$ cat src/pkg/line_ctrl_pkg.sv
/*
 Shared constants of the serial line controller: word size, timing, status bit
 positions, function code fields and pin indices.
 Assumes a 100 MHz system clock.
*/
package line_ctrl_pkg;
  localparam int CLK_MHZ = 100;
  localparam int WORD_BITS = 12;
  localparam int WORD_US = 300;
  localparam int GAP_US = 300;
  localparam int GAP_CYCLES = GAP_US * CLK_MHZ;
  localparam int FIFO_DEPTH = 16;
  localparam int RESP_BITS = 3;
  localparam logic [3:0] BIT_LAST = 4'hb;
  localparam logic [11:0] INTR_WORD = 12'hf92;
  // Line status word bit positions
  localparam int STB_INTR = 0;
  localparam int STB_BUSY = 1;
  localparam int STB_UNACK = 2;
  localparam int STB_CRC = 3;
  localparam int STB_NOCAR = 4;
  localparam int STB_NOCTS = 5;
  localparam int STB_DROP = 6;
  localparam int STB_ABSENT = 7;
  localparam int STB_FULL_RX = 10;
  localparam int STB_EMPTY_TX = 11;
  // Summary word slot layout
  localparam int SUM_FULL_RX = 0;
  localparam int SUM_EMPTY_TX = 1;
  localparam int SUM_ERR = 2;
  localparam int SUM_STRIDE = 3;
  // Function code fields
  localparam logic [2:0] FC_GROUP = 3'h5;
  localparam logic [2:0] FC_ALL = 3'h0;
  localparam logic [2:0] FC_ALL_NUM = 3'h4;
  localparam logic [2:0] FC_STATUS = 3'h1;
  localparam logic [2:0] FC_SELECT = 3'h2;
  localparam logic [2:0] FC_CLEAR = 3'h3;
  localparam logic [2:0] FC_SEL_TX = 3'h4;
  localparam logic [2:0] FC_SEL_RX = 3'h5;
  localparam logic [2:0] FC_CLR_INTR = 3'h6;
  // Pin vector indices
  localparam int PIN_TXC = 0;
  localparam int PIN_RXC = 1;
  localparam int PIN_RXD = 2;
  localparam int PIN_CAR = 3;
  localparam int PIN_DSR = 4;
  localparam int PIN_CTS = 5;
  localparam int PIN_PRES = 6;
  localparam int PIN_TEST = 7;
  localparam int PIN_COUNT = 8;
  typedef enum logic [6:0] {
    ST_IDLE = 7'h01,
    ST_TX_SYNC = 7'h02,
    ST_TX_DATA = 7'h04,
    ST_TX_CODE = 7'h08,
    ST_TX_GAP = 7'h10,
    ST_RX_HUNT = 7'h20,
    ST_RX_DATA = 7'h40
  } line_state_t;
endpackage

$ cat src/hdl/line_controller.sv
/*
 One synchronous serial line controller: function decode, channel word
 handshakes, framed transmit with sync, data and cyclic code word, receive with
 sync hunt, response, word assembly and code check, status and summary words.
 Assumes channel signals on the system clock and data set pins asynchronous.
*/
`timescale 1ns/1ps
// Functional notes
// RULE1: Interrupt word while idle sets status bit
// RULE2: Busy while waiting, transmitting or receiving
// RULE3: After sync, hold not-acknowledged until response
// RULE4: Code word mismatch sets cyclic error bit
// RULE5: Receive without carrier, transmit without clear-to-send
// RULE6: Carrier or interlock drop sets sticky bit
// RULE7: Absent or test mode controller flagged
// RULE8: Full-and-receive and empty-and-transmit status bits
// RULE9: Summary word packs three bits per controller
// RULE10: Summary error ORs three failure conditions
// RULE11: Transmit select sends sync, shows empty
// RULE12: Twelfth bit moves holding word to shifter
// RULE13: Data words pass encoder, sent serially
// RULE14: Empty at word end sends code, ends
// RULE15: No sync for 300 us after code
// RULE16: Sync detect enables receive, returns response
// RULE17: Received response clears not-acknowledged bit
// RULE18: Assembled word goes to holding, sets full
// RULE19: Unread holding word overrun ends receive
// RULE20: Idle word triggers code word compare
// RULE21: Computer reads exactly the block length
// RULE22: Deselect on other select or status request
// RULE23: Computer issues codes with controller number
// RULE24: Words move under full/empty handshake
// RULE25: Receive data sampled on clock falling edge
// RULE26: Controller n occupies summary bits 3n..3n+2
// RULE27: Computer polls summary, serves one word
module line_controller
  import line_ctrl_pkg::*;
#(
  parameter int LINE_NUM = 0,
  parameter logic [2:0] EQUIP_NUM = 3'h0,
  parameter logic [11:0] SYNC_WORD = 12'h9b3,
  parameter logic [11:0] IDLE_WORD = 12'hfff,
  parameter logic [2:0] RESP_CODE = 3'h5,
  parameter logic [11:0] CRC_POLY = 12'h80f,
  parameter int GAP_CYC = GAP_CYCLES
) (
  input wire logic clock,
  input wire logic nrst,
  input wire logic func_req,
  input wire logic [11:0] func_code,
  output logic func_done,
  input wire logic chan_active,
  output logic chan_connected,
  input wire logic chan_wr_full,
  input wire logic [11:0] chan_wr_data,
  output logic chan_wr_empty,
  output logic chan_rd_full,
  output logic [11:0] chan_rd_data,
  input wire logic chan_rd_empty,
  input wire logic [11:0] peer_summary,
  input wire logic line_present,
  input wire logic test_mode,
  input wire logic transmit_bit_clock,
  input wire logic receive_bit_clock,
  input wire logic receive_data,
  input wire logic carrier_detect,
  input wire logic data_set_ready_interlock,
  input wire logic clear_to_send,
  output logic serial_out,
  output logic send_request,
  output logic [11:0] line_status_word,
  output logic [11:0] all_lines_summary_word
);
  typedef struct packed {
    line_state_t st;
    logic tx_mode;
    logic rx_mode;
    logic chan_sel;
    logic serial_out;
    logic send_request;
    logic [11:0] shift;
    logic [3:0] bitcnt;
    logic [11:0] win;
    logic [1:0] resp_cnt;
    logic [11:0] crc;
    logic [11:0] crc_prev;
    logic [11:0] prev_word;
    logic [11:0] hold;
    logic hold_full;
    logic intr;
    logic unack;
    logic crc_err;
    logic line_drop;
    logic [14:0] gap;
    logic func_done;
    logic chan_conn;
    logic wr_empty;
    logic rd_full;
    logic [11:0] rd_data;
    logic [11:0] status;
    logic [11:0] summary;
  } ctrl_t;
  ctrl_t r, n;

  logic [PIN_COUNT-1:0] pins, lvl, rise, fall;
  logic fifo_in_ready, fifo_valid, push, pop, flush;
  logic [11:0] fifo_data, win_nx;
  logic tx_rise, rx_fall, car, dsr, cts, absent;
  logic fc_take, fc_ours, fc_mine;

  function automatic logic [11:0] crc_word(input logic [11:0] c, input logic [11:0] w);
    logic [11:0] t;
    logic fb;
    t = c;
    fb = 1'b0;
    for (int i = WORD_BITS - 1; i >= 0; i--) begin
      fb = w[i] ^ t[11];
      t = {t[10:0], 1'b0} ^ (fb ? CRC_POLY : 12'h000);
    end
    return t;
  endfunction

  ////////////////////////////////////////////////////////////////////////////
  // Pin synchronisers and transmit buffer
  assign pins[PIN_TXC] = transmit_bit_clock;
  assign pins[PIN_RXC] = receive_bit_clock;
  assign pins[PIN_RXD] = receive_data;
  assign pins[PIN_CAR] = carrier_detect;
  assign pins[PIN_DSR] = data_set_ready_interlock;
  assign pins[PIN_CTS] = clear_to_send;
  assign pins[PIN_PRES] = line_present;
  assign pins[PIN_TEST] = test_mode;

  pin_sync #(.W(PIN_COUNT)) u_sync (
    .clock(clock),
    .nrst(nrst),
    .pins(pins),
    .level(lvl),
    .rise(rise),
    .fall(fall)
  );

  word_fifo #(.WIDTH(WORD_BITS), .DEPTH(FIFO_DEPTH)) u_fifo (
    .clock(clock),
    .nrst(nrst),
    .flush(flush),
    .in_valid(push),
    .in_ready(fifo_in_ready),
    .in_data(chan_wr_data),
    .out_valid(fifo_valid),
    .out_ready(pop),
    .out_data(fifo_data)
  );

  assign tx_rise = rise[PIN_TXC];
  assign rx_fall = fall[PIN_RXC]; // RULE25
  assign car = lvl[PIN_CAR];
  assign dsr = lvl[PIN_DSR];
  assign cts = lvl[PIN_CTS];
  assign absent = !lvl[PIN_PRES] || lvl[PIN_TEST];
  assign win_nx = {r.win[10:0], lvl[PIN_RXD]};
  assign fc_take = func_req && !r.func_done;
  assign fc_ours = func_code[11:9] == EQUIP_NUM && func_code[8:6] == FC_GROUP;
  assign fc_mine = func_code[2:0] == 3'(LINE_NUM);

  ////////////////////////////////////////////////////////////////////////////
  // Next state
  always_comb begin
    n = r;
    push = 1'b0;
    pop = 1'b0;
    flush = 1'b0;
    // Function codes
    if (!func_req) begin
      n.func_done = 1'b0;
    end
    if (fc_take) begin
      n.func_done = 1'b1;
      if (fc_ours) begin
        case (func_code[5:3])
          FC_ALL: begin
            if (func_code[2:0] == FC_ALL_NUM) begin
              n.rd_data = r.summary; // RULE9
              n.rd_full = 1'b1;
              n.chan_sel = 1'b0; // RULE22
            end
          end
          FC_STATUS: begin
            if (fc_mine) begin
              n.rd_data = r.status;
              n.rd_full = 1'b1;
              n.chan_sel = 1'b0; // RULE22
            end
          end
          FC_SELECT: n.chan_sel = fc_mine; // RULE22
          FC_CLEAR: begin
            if (fc_mine) begin
              n.st = ST_IDLE;
              n.tx_mode = 1'b0;
              n.rx_mode = 1'b0;
              n.send_request = 1'b0;
              n.serial_out = 1'b1;
              n.unack = 1'b0;
              n.crc_err = 1'b0;
              n.line_drop = 1'b0;
              n.intr = 1'b0;
              n.hold_full = 1'b0;
              n.gap = '0;
              flush = 1'b1;
            end
          end
          FC_SEL_TX: begin
            n.chan_sel = fc_mine; // RULE22
            if (fc_mine) begin
              n.tx_mode = 1'b1; // RULE11
              n.rx_mode = 1'b0;
              n.send_request = 1'b1;
            end
          end
          FC_SEL_RX: begin
            n.chan_sel = fc_mine; // RULE22
            if (fc_mine) begin
              n.rx_mode = 1'b1;
              n.tx_mode = 1'b0;
            end
          end
          FC_CLR_INTR: begin
            if (fc_mine) begin
              n.intr = 1'b0;
            end
          end
          default: ;
        endcase
      end
    end
    // Channel word handshakes
    n.chan_conn = r.chan_sel && chan_active;
    if (r.rd_full && chan_rd_empty && !fc_take) begin
      n.rd_full = 1'b0; // RULE24
    end
    if (r.chan_conn && r.rx_mode && r.hold_full && !r.rd_full && !chan_rd_empty && !fc_take) begin
      n.rd_data = r.hold; // RULE21
      n.rd_full = 1'b1; // RULE24
      n.hold_full = 1'b0;
    end
    if (r.wr_empty && !chan_wr_full) begin
      n.wr_empty = 1'b0; // RULE24
    end
    if (r.chan_conn && r.tx_mode && chan_wr_full && !r.wr_empty && fifo_in_ready) begin
      push = 1'b1;
      n.wr_empty = 1'b1; // RULE24
    end
    // Response bits and idle marking on the transmit line
    if (tx_rise && !(r.st inside {ST_TX_SYNC, ST_TX_DATA, ST_TX_CODE, ST_TX_GAP})) begin
      if (r.resp_cnt != 2'h0) begin
        n.serial_out = RESP_CODE[r.resp_cnt - 2'h1]; // RULE16
        n.resp_cnt = r.resp_cnt - 2'h1;
      end else begin
        n.serial_out = 1'b1;
      end
    end
    if (rx_fall) begin
      n.win = win_nx;
      if (r.unack && win_nx[RESP_BITS-1:0] == RESP_CODE) begin
        n.unack = 1'b0; // RULE17
      end
    end
    // Line sequencing
    case (r.st)
      ST_IDLE: begin
        if (r.tx_mode && cts) begin
          n.st = ST_TX_SYNC; // RULE11
          n.shift = SYNC_WORD;
          n.bitcnt = '0;
          n.crc = '0;
        end else if (r.rx_mode) begin
          n.st = ST_RX_HUNT;
        end else if (rx_fall && win_nx == INTR_WORD) begin
          n.intr = 1'b1; // RULE1
        end
      end
      ST_TX_SYNC, ST_TX_DATA, ST_TX_CODE: begin
        if (tx_rise) begin
          n.serial_out = r.shift[11]; // RULE13
          n.shift = {r.shift[10:0], 1'b0};
          n.bitcnt = r.bitcnt + 4'h1;
          if (r.bitcnt == BIT_LAST) begin
            n.bitcnt = '0;
            if (r.st == ST_TX_SYNC) begin
              n.unack = 1'b1; // RULE3
            end
            if (r.st == ST_TX_CODE) begin
              n.st = ST_TX_GAP; // RULE15
              n.gap = 15'(GAP_CYC - 1);
              n.shift = IDLE_WORD;
              n.tx_mode = 1'b0;
              n.send_request = 1'b0;
            end else if (fifo_valid) begin
              pop = 1'b1; // RULE12
              n.shift = fifo_data;
              n.crc = crc_word(r.crc, fifo_data); // RULE13
              n.st = ST_TX_DATA;
            end else begin
              n.shift = r.crc; // RULE14
              n.st = ST_TX_CODE;
            end
          end
        end
      end
      ST_TX_GAP: begin
        if (tx_rise) begin
          n.serial_out = r.shift[11];
          n.shift = {r.shift[10:0], r.shift[11]};
        end
        if (r.gap == '0) begin
          n.st = ST_IDLE;
        end else begin
          n.gap = r.gap - 15'h1; // RULE15
        end
      end
      ST_RX_HUNT: begin
        if (!r.rx_mode) begin
          n.st = ST_IDLE;
        end else if (rx_fall && win_nx == SYNC_WORD) begin
          n.st = ST_RX_DATA; // RULE16
          n.bitcnt = '0;
          n.crc = '0;
          n.resp_cnt = 2'(RESP_BITS);
        end
      end
      ST_RX_DATA: begin
        if (!r.rx_mode) begin
          n.st = ST_IDLE;
        end else if (rx_fall) begin
          n.bitcnt = r.bitcnt + 4'h1;
          if (r.bitcnt == BIT_LAST) begin
            n.bitcnt = '0;
            if (win_nx == IDLE_WORD) begin
              if (r.prev_word != r.crc_prev) begin
                n.crc_err = 1'b1; // RULE20 RULE4
              end
              n.st = ST_IDLE;
              n.rx_mode = 1'b0;
            end else if (r.hold_full) begin
              n.st = ST_IDLE; // RULE19
              n.rx_mode = 1'b0;
            end else begin
              n.hold = win_nx; // RULE18
              n.hold_full = 1'b1;
              n.prev_word = win_nx;
              n.crc_prev = r.crc;
              n.crc = crc_word(r.crc, win_nx);
            end
          end
        end
      end
      default: n.st = ST_IDLE;
    endcase
    if (fall[PIN_CAR] || fall[PIN_DSR]) begin
      n.line_drop = 1'b1; // RULE6
    end
    // Status and summary words
    n.status = '0;
    n.status[STB_INTR] = r.intr;
    n.status[STB_BUSY] = r.st != ST_IDLE || r.tx_mode || r.rx_mode; // RULE2
    n.status[STB_UNACK] = r.unack; // RULE3
    n.status[STB_CRC] = r.crc_err; // RULE4
    n.status[STB_NOCAR] = r.rx_mode && !car; // RULE5
    n.status[STB_NOCTS] = r.tx_mode && !cts; // RULE5
    n.status[STB_DROP] = r.line_drop; // RULE6
    n.status[STB_ABSENT] = absent; // RULE7
    n.status[STB_FULL_RX] = r.rx_mode && r.hold_full; // RULE8
    n.status[STB_EMPTY_TX] = r.tx_mode && !fifo_valid; // RULE8
    n.summary = peer_summary;
    n.summary[LINE_NUM*SUM_STRIDE+SUM_FULL_RX] = r.rx_mode && r.hold_full; // RULE26
    n.summary[LINE_NUM*SUM_STRIDE+SUM_EMPTY_TX] = r.tx_mode && !fifo_valid; // RULE26
    n.summary[LINE_NUM*SUM_STRIDE+SUM_ERR] = (r.rx_mode && !car) || (r.tx_mode && !cts) || r.crc_err; // RULE10
  end

  always_ff @(posedge clock or negedge nrst) begin
    if (!nrst) begin
      r <= '0;
      r.st <= ST_IDLE;
      r.serial_out <= 1'b1;
    end else begin
      r <= n;
    end
  end

  assign func_done = r.func_done;
  assign chan_connected = r.chan_conn;
  assign chan_wr_empty = r.wr_empty;
  assign chan_rd_full = r.rd_full;
  assign chan_rd_data = r.rd_data;
  assign serial_out = r.serial_out;
  assign send_request = r.send_request;
  assign line_status_word = r.status;
  assign all_lines_summary_word = r.summary;
endmodule // line_controller

$ cat src/hdl/pin_sync.sv
/*
 Two flip-flop synchroniser for a vector of pins, with rise and fall pulses
 taken from the synchronised level.
 Assumes asynchronous pins and one system clock.
*/
`timescale 1ns/1ps
module pin_sync #(
  parameter int W = 8
) (
  input wire logic clock,
  input wire logic nrst,
  input wire logic [W-1:0] pins,
  output logic [W-1:0] level,
  output logic [W-1:0] rise,
  output logic [W-1:0] fall
);
  typedef struct packed {
    logic [W-1:0] s1;
    logic [W-1:0] s2;
    logic [W-1:0] s3;
  } sync_t;
  sync_t r, n;

  always_comb begin
    n = r;
    n.s1 = pins;
    n.s2 = r.s1;
    n.s3 = r.s2;
  end

  always_ff @(posedge clock or negedge nrst) begin
    if (!nrst) begin
      r <= '0;
    end else begin
      r <= n;
    end
  end

  genvar i;
  for (i = 0; i < W; i++) begin : g_edge
    assign level[i] = r.s2[i];
    assign rise[i] = r.s2[i] & ~r.s3[i];
    assign fall[i] = r.s3[i] & ~r.s2[i];
  end
endmodule // pin_sync

$ cat src/hdl/word_fifo.sv
/*
 Synchronous FIFO with valid/ready on both sides and a flush.
 Assumes DEPTH is a power of two.
*/
`timescale 1ns/1ps
module word_fifo #(
  parameter int WIDTH = 12,
  parameter int DEPTH = 16
) (
  input wire logic clock,
  input wire logic nrst,
  input wire logic flush,
  input wire logic in_valid,
  output logic in_ready,
  input wire logic [WIDTH-1:0] in_data,
  output logic out_valid,
  input wire logic out_ready,
  output logic [WIDTH-1:0] out_data
);
  localparam int AW = $clog2(DEPTH);
  typedef struct packed {
    logic [AW:0] wp;
    logic [AW:0] rp;
  } ptr_t;
  ptr_t r, n;
  logic [WIDTH-1:0] mem [DEPTH];
  logic push, pop;

  assign in_ready = (r.wp[AW] == r.rp[AW]) || (r.wp[AW-1:0] != r.rp[AW-1:0]);
  assign out_valid = r.wp != r.rp;
  assign out_data = mem[r.rp[AW-1:0]];
  assign push = in_valid & in_ready;
  assign pop = out_valid & out_ready;

  always_comb begin
    n = r;
    if (flush) begin
      n.rp = r.wp;
    end else begin
      if (push) begin
        n.wp = r.wp + 1'b1;
      end
      if (pop) begin
        n.rp = r.rp + 1'b1;
      end
    end
  end

  always_ff @(posedge clock or negedge nrst) begin
    if (!nrst) begin
      r <= '0;
    end else begin
      r <= n;
    end
  end

  always_ff @(posedge clock) begin
    if (push && !flush) begin
      mem[r.wp[AW-1:0]] <= in_data;
    end
  end
endmodule // word_fifo

$ cat config.mk
export PLATFORM = sky130hd
export DESIGN_NAME = line_controller
export DESIGN_NICKNAME = d
export VERILOG_FILES = /design/src/pkg/line_ctrl_pkg.sv /design/src/hdl/line_controller.sv /design/src/hdl/pin_sync.sv /design/src/hdl/word_fifo.sv
export SDC_FILE = /design/constraint.sdc
export NUM_CORES = 1
export LEC_CHECK = 0
export BUFFER_PORTS_ARGS = -buffer_cell sky130_fd_sc_hd__clkbuf_2
export CAP_MARGIN = 20
export CORE_UTILIZATION = 42
export CTS_BUF_LIST = sky130_fd_sc_hd__clkbuf_8
export CTS_CLUSTER_DIAMETER = 40
export DETAILED_ROUTE_END_ITERATION = 7
export PLACE_DENSITY = 0.71
export RECOVER_POWER = 25
export SYNTH_ARGS = -nofsm -noshare
export SYNTH_HDL_FRONTEND = slang
export SYNTH_SLANG_ARGS = --single-unit
$ cat constraint.sdc
create_clock -name clock -period 5 [get_ports clock]
set_input_delay 0.75 -clock clock [delete_from_list [all_inputs] [get_ports clock]]
set_output_delay 0.75 -clock clock [all_outputs]
set_load 0.05 [all_outputs]
==> summary.txt <==
Outcome
  • Status: complete, no violations

Global route
  • Largest net degree at the start of global routing: 98
  • First-pass GRT wire length: 54500 µm
  • Initial antenna violation count: 0
  • Vias in the first global route: 9903
  • GRT Util Overall: 18.1%
  • Global route overflow: 0

Floorplan
  • Die height: 196 µm
  • # rows: 70
  • Die X: 196 µm
  • # IOs: 92
  • CORE AREA: 0.0369 mm²
  • Die area: 0.0386 mm²
  • Initial core utilization: 43.1%

Power and ir drop
  • Clock Power Share: 34.5%
  • Psw: 2.05 mW
  • Net Sw Frac: 29.1%
  • Static Leak: 7.21 nW
  • PD cells: 399 mW/mm²
  • Share of power burned in registers: 49.2%
  • Worst VDD drop: 0.000264 V
  • Part of the power in combinational logic: 16.4%
  • Int Pwr: 5.01 mW
  • Pwr Total: 7.07 mW

Timing
  • Fin crit share: 73.9%
  • RSZ-0062 raised after global routing: false
  • Final TNS setup: 0 ns
  • Hold Slack: 0.229 ns
  • Pins Over Slew Limit: 0
  • Min Tclk post-route: 3.69 ns
  • Clock Skew: 0.0164 ns
  • Final hold viol count: 0
  • Final setup violating endpoints: 0
  • Slew margin rel.: 31.4%
  • Fmax: 271 MHz
  • Least-Margin Pin Slew: 1.03 ns

Worst setup path
  • CP Launch Type: register
  • Buffers and inverters on the worst path: 1
  • CP delay by family, top: XOR/XNOR gates
  • R2R cell count: 8
  • Crit path required time: 5.53 ns
  • Crit path max fanout: 18
  • Setup CP Type: register to register
  • R2R Path End: r[96]
  • R2r setup slk: 1.31 ns
  • Slowest CP cell: dfrtp_2
  • Worst path max stage delay: 0.75 ns
  • Crit end category: register
  • Critical path's most frequent cell: xnor3_1
  • CP Cell Sequence: buf_4 -> mux4_1 -> mux4_2 -> xnor3_1 -> xnor2_2 -> xnor3_1 -> xor3_1 -> o21ai_1
  • Worst path arrival time: 4.22 ns
  • Reg-to-Reg Start: u_fifo.r[0]

Yosys
  • Ys flop type: edfxtp_1
  • Syn. warnings: 0
  • Top cells by area, synth: edfxtp_1, dfrtp_1, mux4_2, nand2_1, xnor2_1
  • Synth top area share: 36.3%
  • Yosys top cell by area: edfxtp_1
  • Mapped Area: 0.0159 mm²
  • Syn Area/Cell: 13.0 µm²
  • Post-synth ARST share: 45.9%
  • Count of state elements after synthesis: 355
  • Library cells used by synthesis: 67
  • Post-synth EDFFs: 192
  • Post-Synthesis Cells: 1217
  • Sequential area share after synthesis: 62.0%

CTS
  • CTS H-tree lvls: 2
  • Cts bufs inserted: 58
  • Postcts setup bufs: 0
  • Max clock buf depth: 3
  • CTS sink cnt: 355
  • CTS resizes: 0
  • Root buffer selected by CTS: clkbuf_8
  • CTS tree: yes
  • Hold-fix buffers, CTS: 0
  • Worst skew pair latency: 0.62 ns
  • Clk pin slew, worst setup/hold paths: 0.06 ns

Placed design
  • Port bufs: 86
  • HPWL Detailed: 22500 µm
  • RePlAce Congestion: 0.905

Drt
  • Post-route ant nets: 0
  • Vias per cell: 5.35
  • DRC viols: 0
  • DR WL/cell: 18.7 µm
  • Drt first pass iters: 5
  • DRT Wirelength: 34500 µm
  • Via count: 9846
  • 1st-iter DRT viols: 694

Layout
  • Layout cells sized above 1: 18.7%
  • Final-stage net count: 1348
  • Finished Core Util: 48.1%
  • # diodes: 0
  • Area Overhead vs Synth: 11.6%

Job
  • Number of max-cap violations: 0

Min path
  • Min-delay worst type: primary input to asynchronous set/reset pin
[cell usage in the layout (no fill, tap or decap), types with 7 or more instances in the layout]
cell type,n
edfxtp_1,192
nand2_1,182
dfrtp_1,159
nor2_1,75
clkbuf_2,72
clkbuf_8,66
o21ai_0,52
xnor2_1,50
mux4_2,44
mux2i_1,41
inv_1,37
xor2_1,36
a21oi_1,35
buf_4,21
nand2b_1,15
nand3_1,15
clkbuf_1,13
nor4_1,11
nor2b_1,10
o21ai_1,10
a221o_1,10
clkinv_1,10
nor3_1,9
a31oi_1,9
a22oi_1,9
o211ai_1,9
clkinv_2,8
ha_1,8
nand4_1,7
o31ai_1,7
o22ai_1,7
[flip-flops by register name, summed over array words and instances (netlist names), 4 cells and up]
register                count
u_sync.r                    4
n                           4
u_sync.n                    8
line_status_word            8
all_lines_summary_word     12
u_fifo.r                   10
u_sync.level                8
r                          91
chan_rd_data               12
u_fifo.mem                192
[stage by stage]
stage / setup slack (ns) / cells / instance area, µm²
final: 1.31 / 1841 / 17700
after global placement: 1.27 / 1733 / 16600
after floorplan: 1.73 / 1218 / 15900
after detailed placement: 1.10 / 1733 / 16600
after CTS: 1.25 / 1840 / 17700
after global routing: 1.06 / 1841 / 17700
[cell families (layout without fill, tap and decap cells)]
group                    after synthesis  after routing  synth area share [%]
flip-flops                           355            355                  62.0
AND/OR/NAND/NOR                      373            373                  10.6
buffers and inverters                119            238                  4.22
multiplexers                          94             94                  10.0
adder cells (fa/ha/maj)                8              8                 0.630
other                                  1              2                0.0236
AO/OA/AOI/OAI                        175            175                  6.98
XOR/XNOR                              92             92                  5.48
[how the worst max path moves through the flow]
stage                             from           endpoint  slack (ns)  depth (start not counted)
final                      u_fifo.r[0]              r[96]        1.31                          8
after detailed placement      func_req  u_fifo.mem[15][6]        1.10                         11
after global placement        func_req  u_fifo.mem[15][7]        1.27                         11
after CTS                  u_fifo.r[0]              r[96]        1.25                          9
after global routing       u_fifo.r[3]  u_fifo.mem[15][5]        1.06                          7
after floorplan           func_code[5]   u_fifo.mem[3][0]        1.73                          7
[final cells by class]
cell class | count | area [µm²]
Fill cell | 3203 | 19200
Sequential cell | 355 | 9850
Multi-Input combinational cell | 744 | 5410
Clock buffer | 66 | 908
Tap cell | 504 | 631
Timing Repair Buffer | 110 | 626
Clock inverter | 41 | 218
Inverter | 21 | 80.1
[power by group through the flow]
stage,combinational (mW),clock [mW],sequential (mW)
finish,1.16,2.44,3.47
detailed placement,1.15,0,3.52
global placement,1.12,0,3.52
global route,1.27,2.61,3.49
floorplan,0.926,0,3.44
CTS,1.17,2.48,3.47
[layer usage]
layer,share of wire (%),wire length [µm],vias to the layer above,global-route usage [%]
met5,0,0,-,0
met4,2.7,922,0,6.45
met3,6.5,2230,76,3.88
met2,48,16400,322,29.4
li1,-,-,4561,-
met1,43,14900,4887,24.0
[Yosys cell counts, types with 4 or more instances]
master and count:
nand4_1 7, and3_1 5, clkbuf_1 41, buf_4 40
mux4_1 6, and2_1 5, inv_1 20, nand3_1 15
o41ai_1 4, nor2b_1 10, nand2b_1 15, nand2_1 182
dfrtp_1 161, buf_2 6, o22ai_1 7, a21oi_1 35
o211ai_1 9, mux2i_1 41, ha_1 8, buf_6 5
nor2_1 81, buf_1 4, xor2_1 36, o21ai_1 10
a221oi_1 4, o31ai_1 7, a22oi_1 9, a21o_1 4
a221o_1 10, edfxtp_1 192, or3_1 6, nor4_1 12
o21ai_0 52, or2_2 4, a31oi_1 9, xnor2_1 50
mux4_2 44, nor3_1 13
Note: power is estimated with default switching activity, not from simulation.
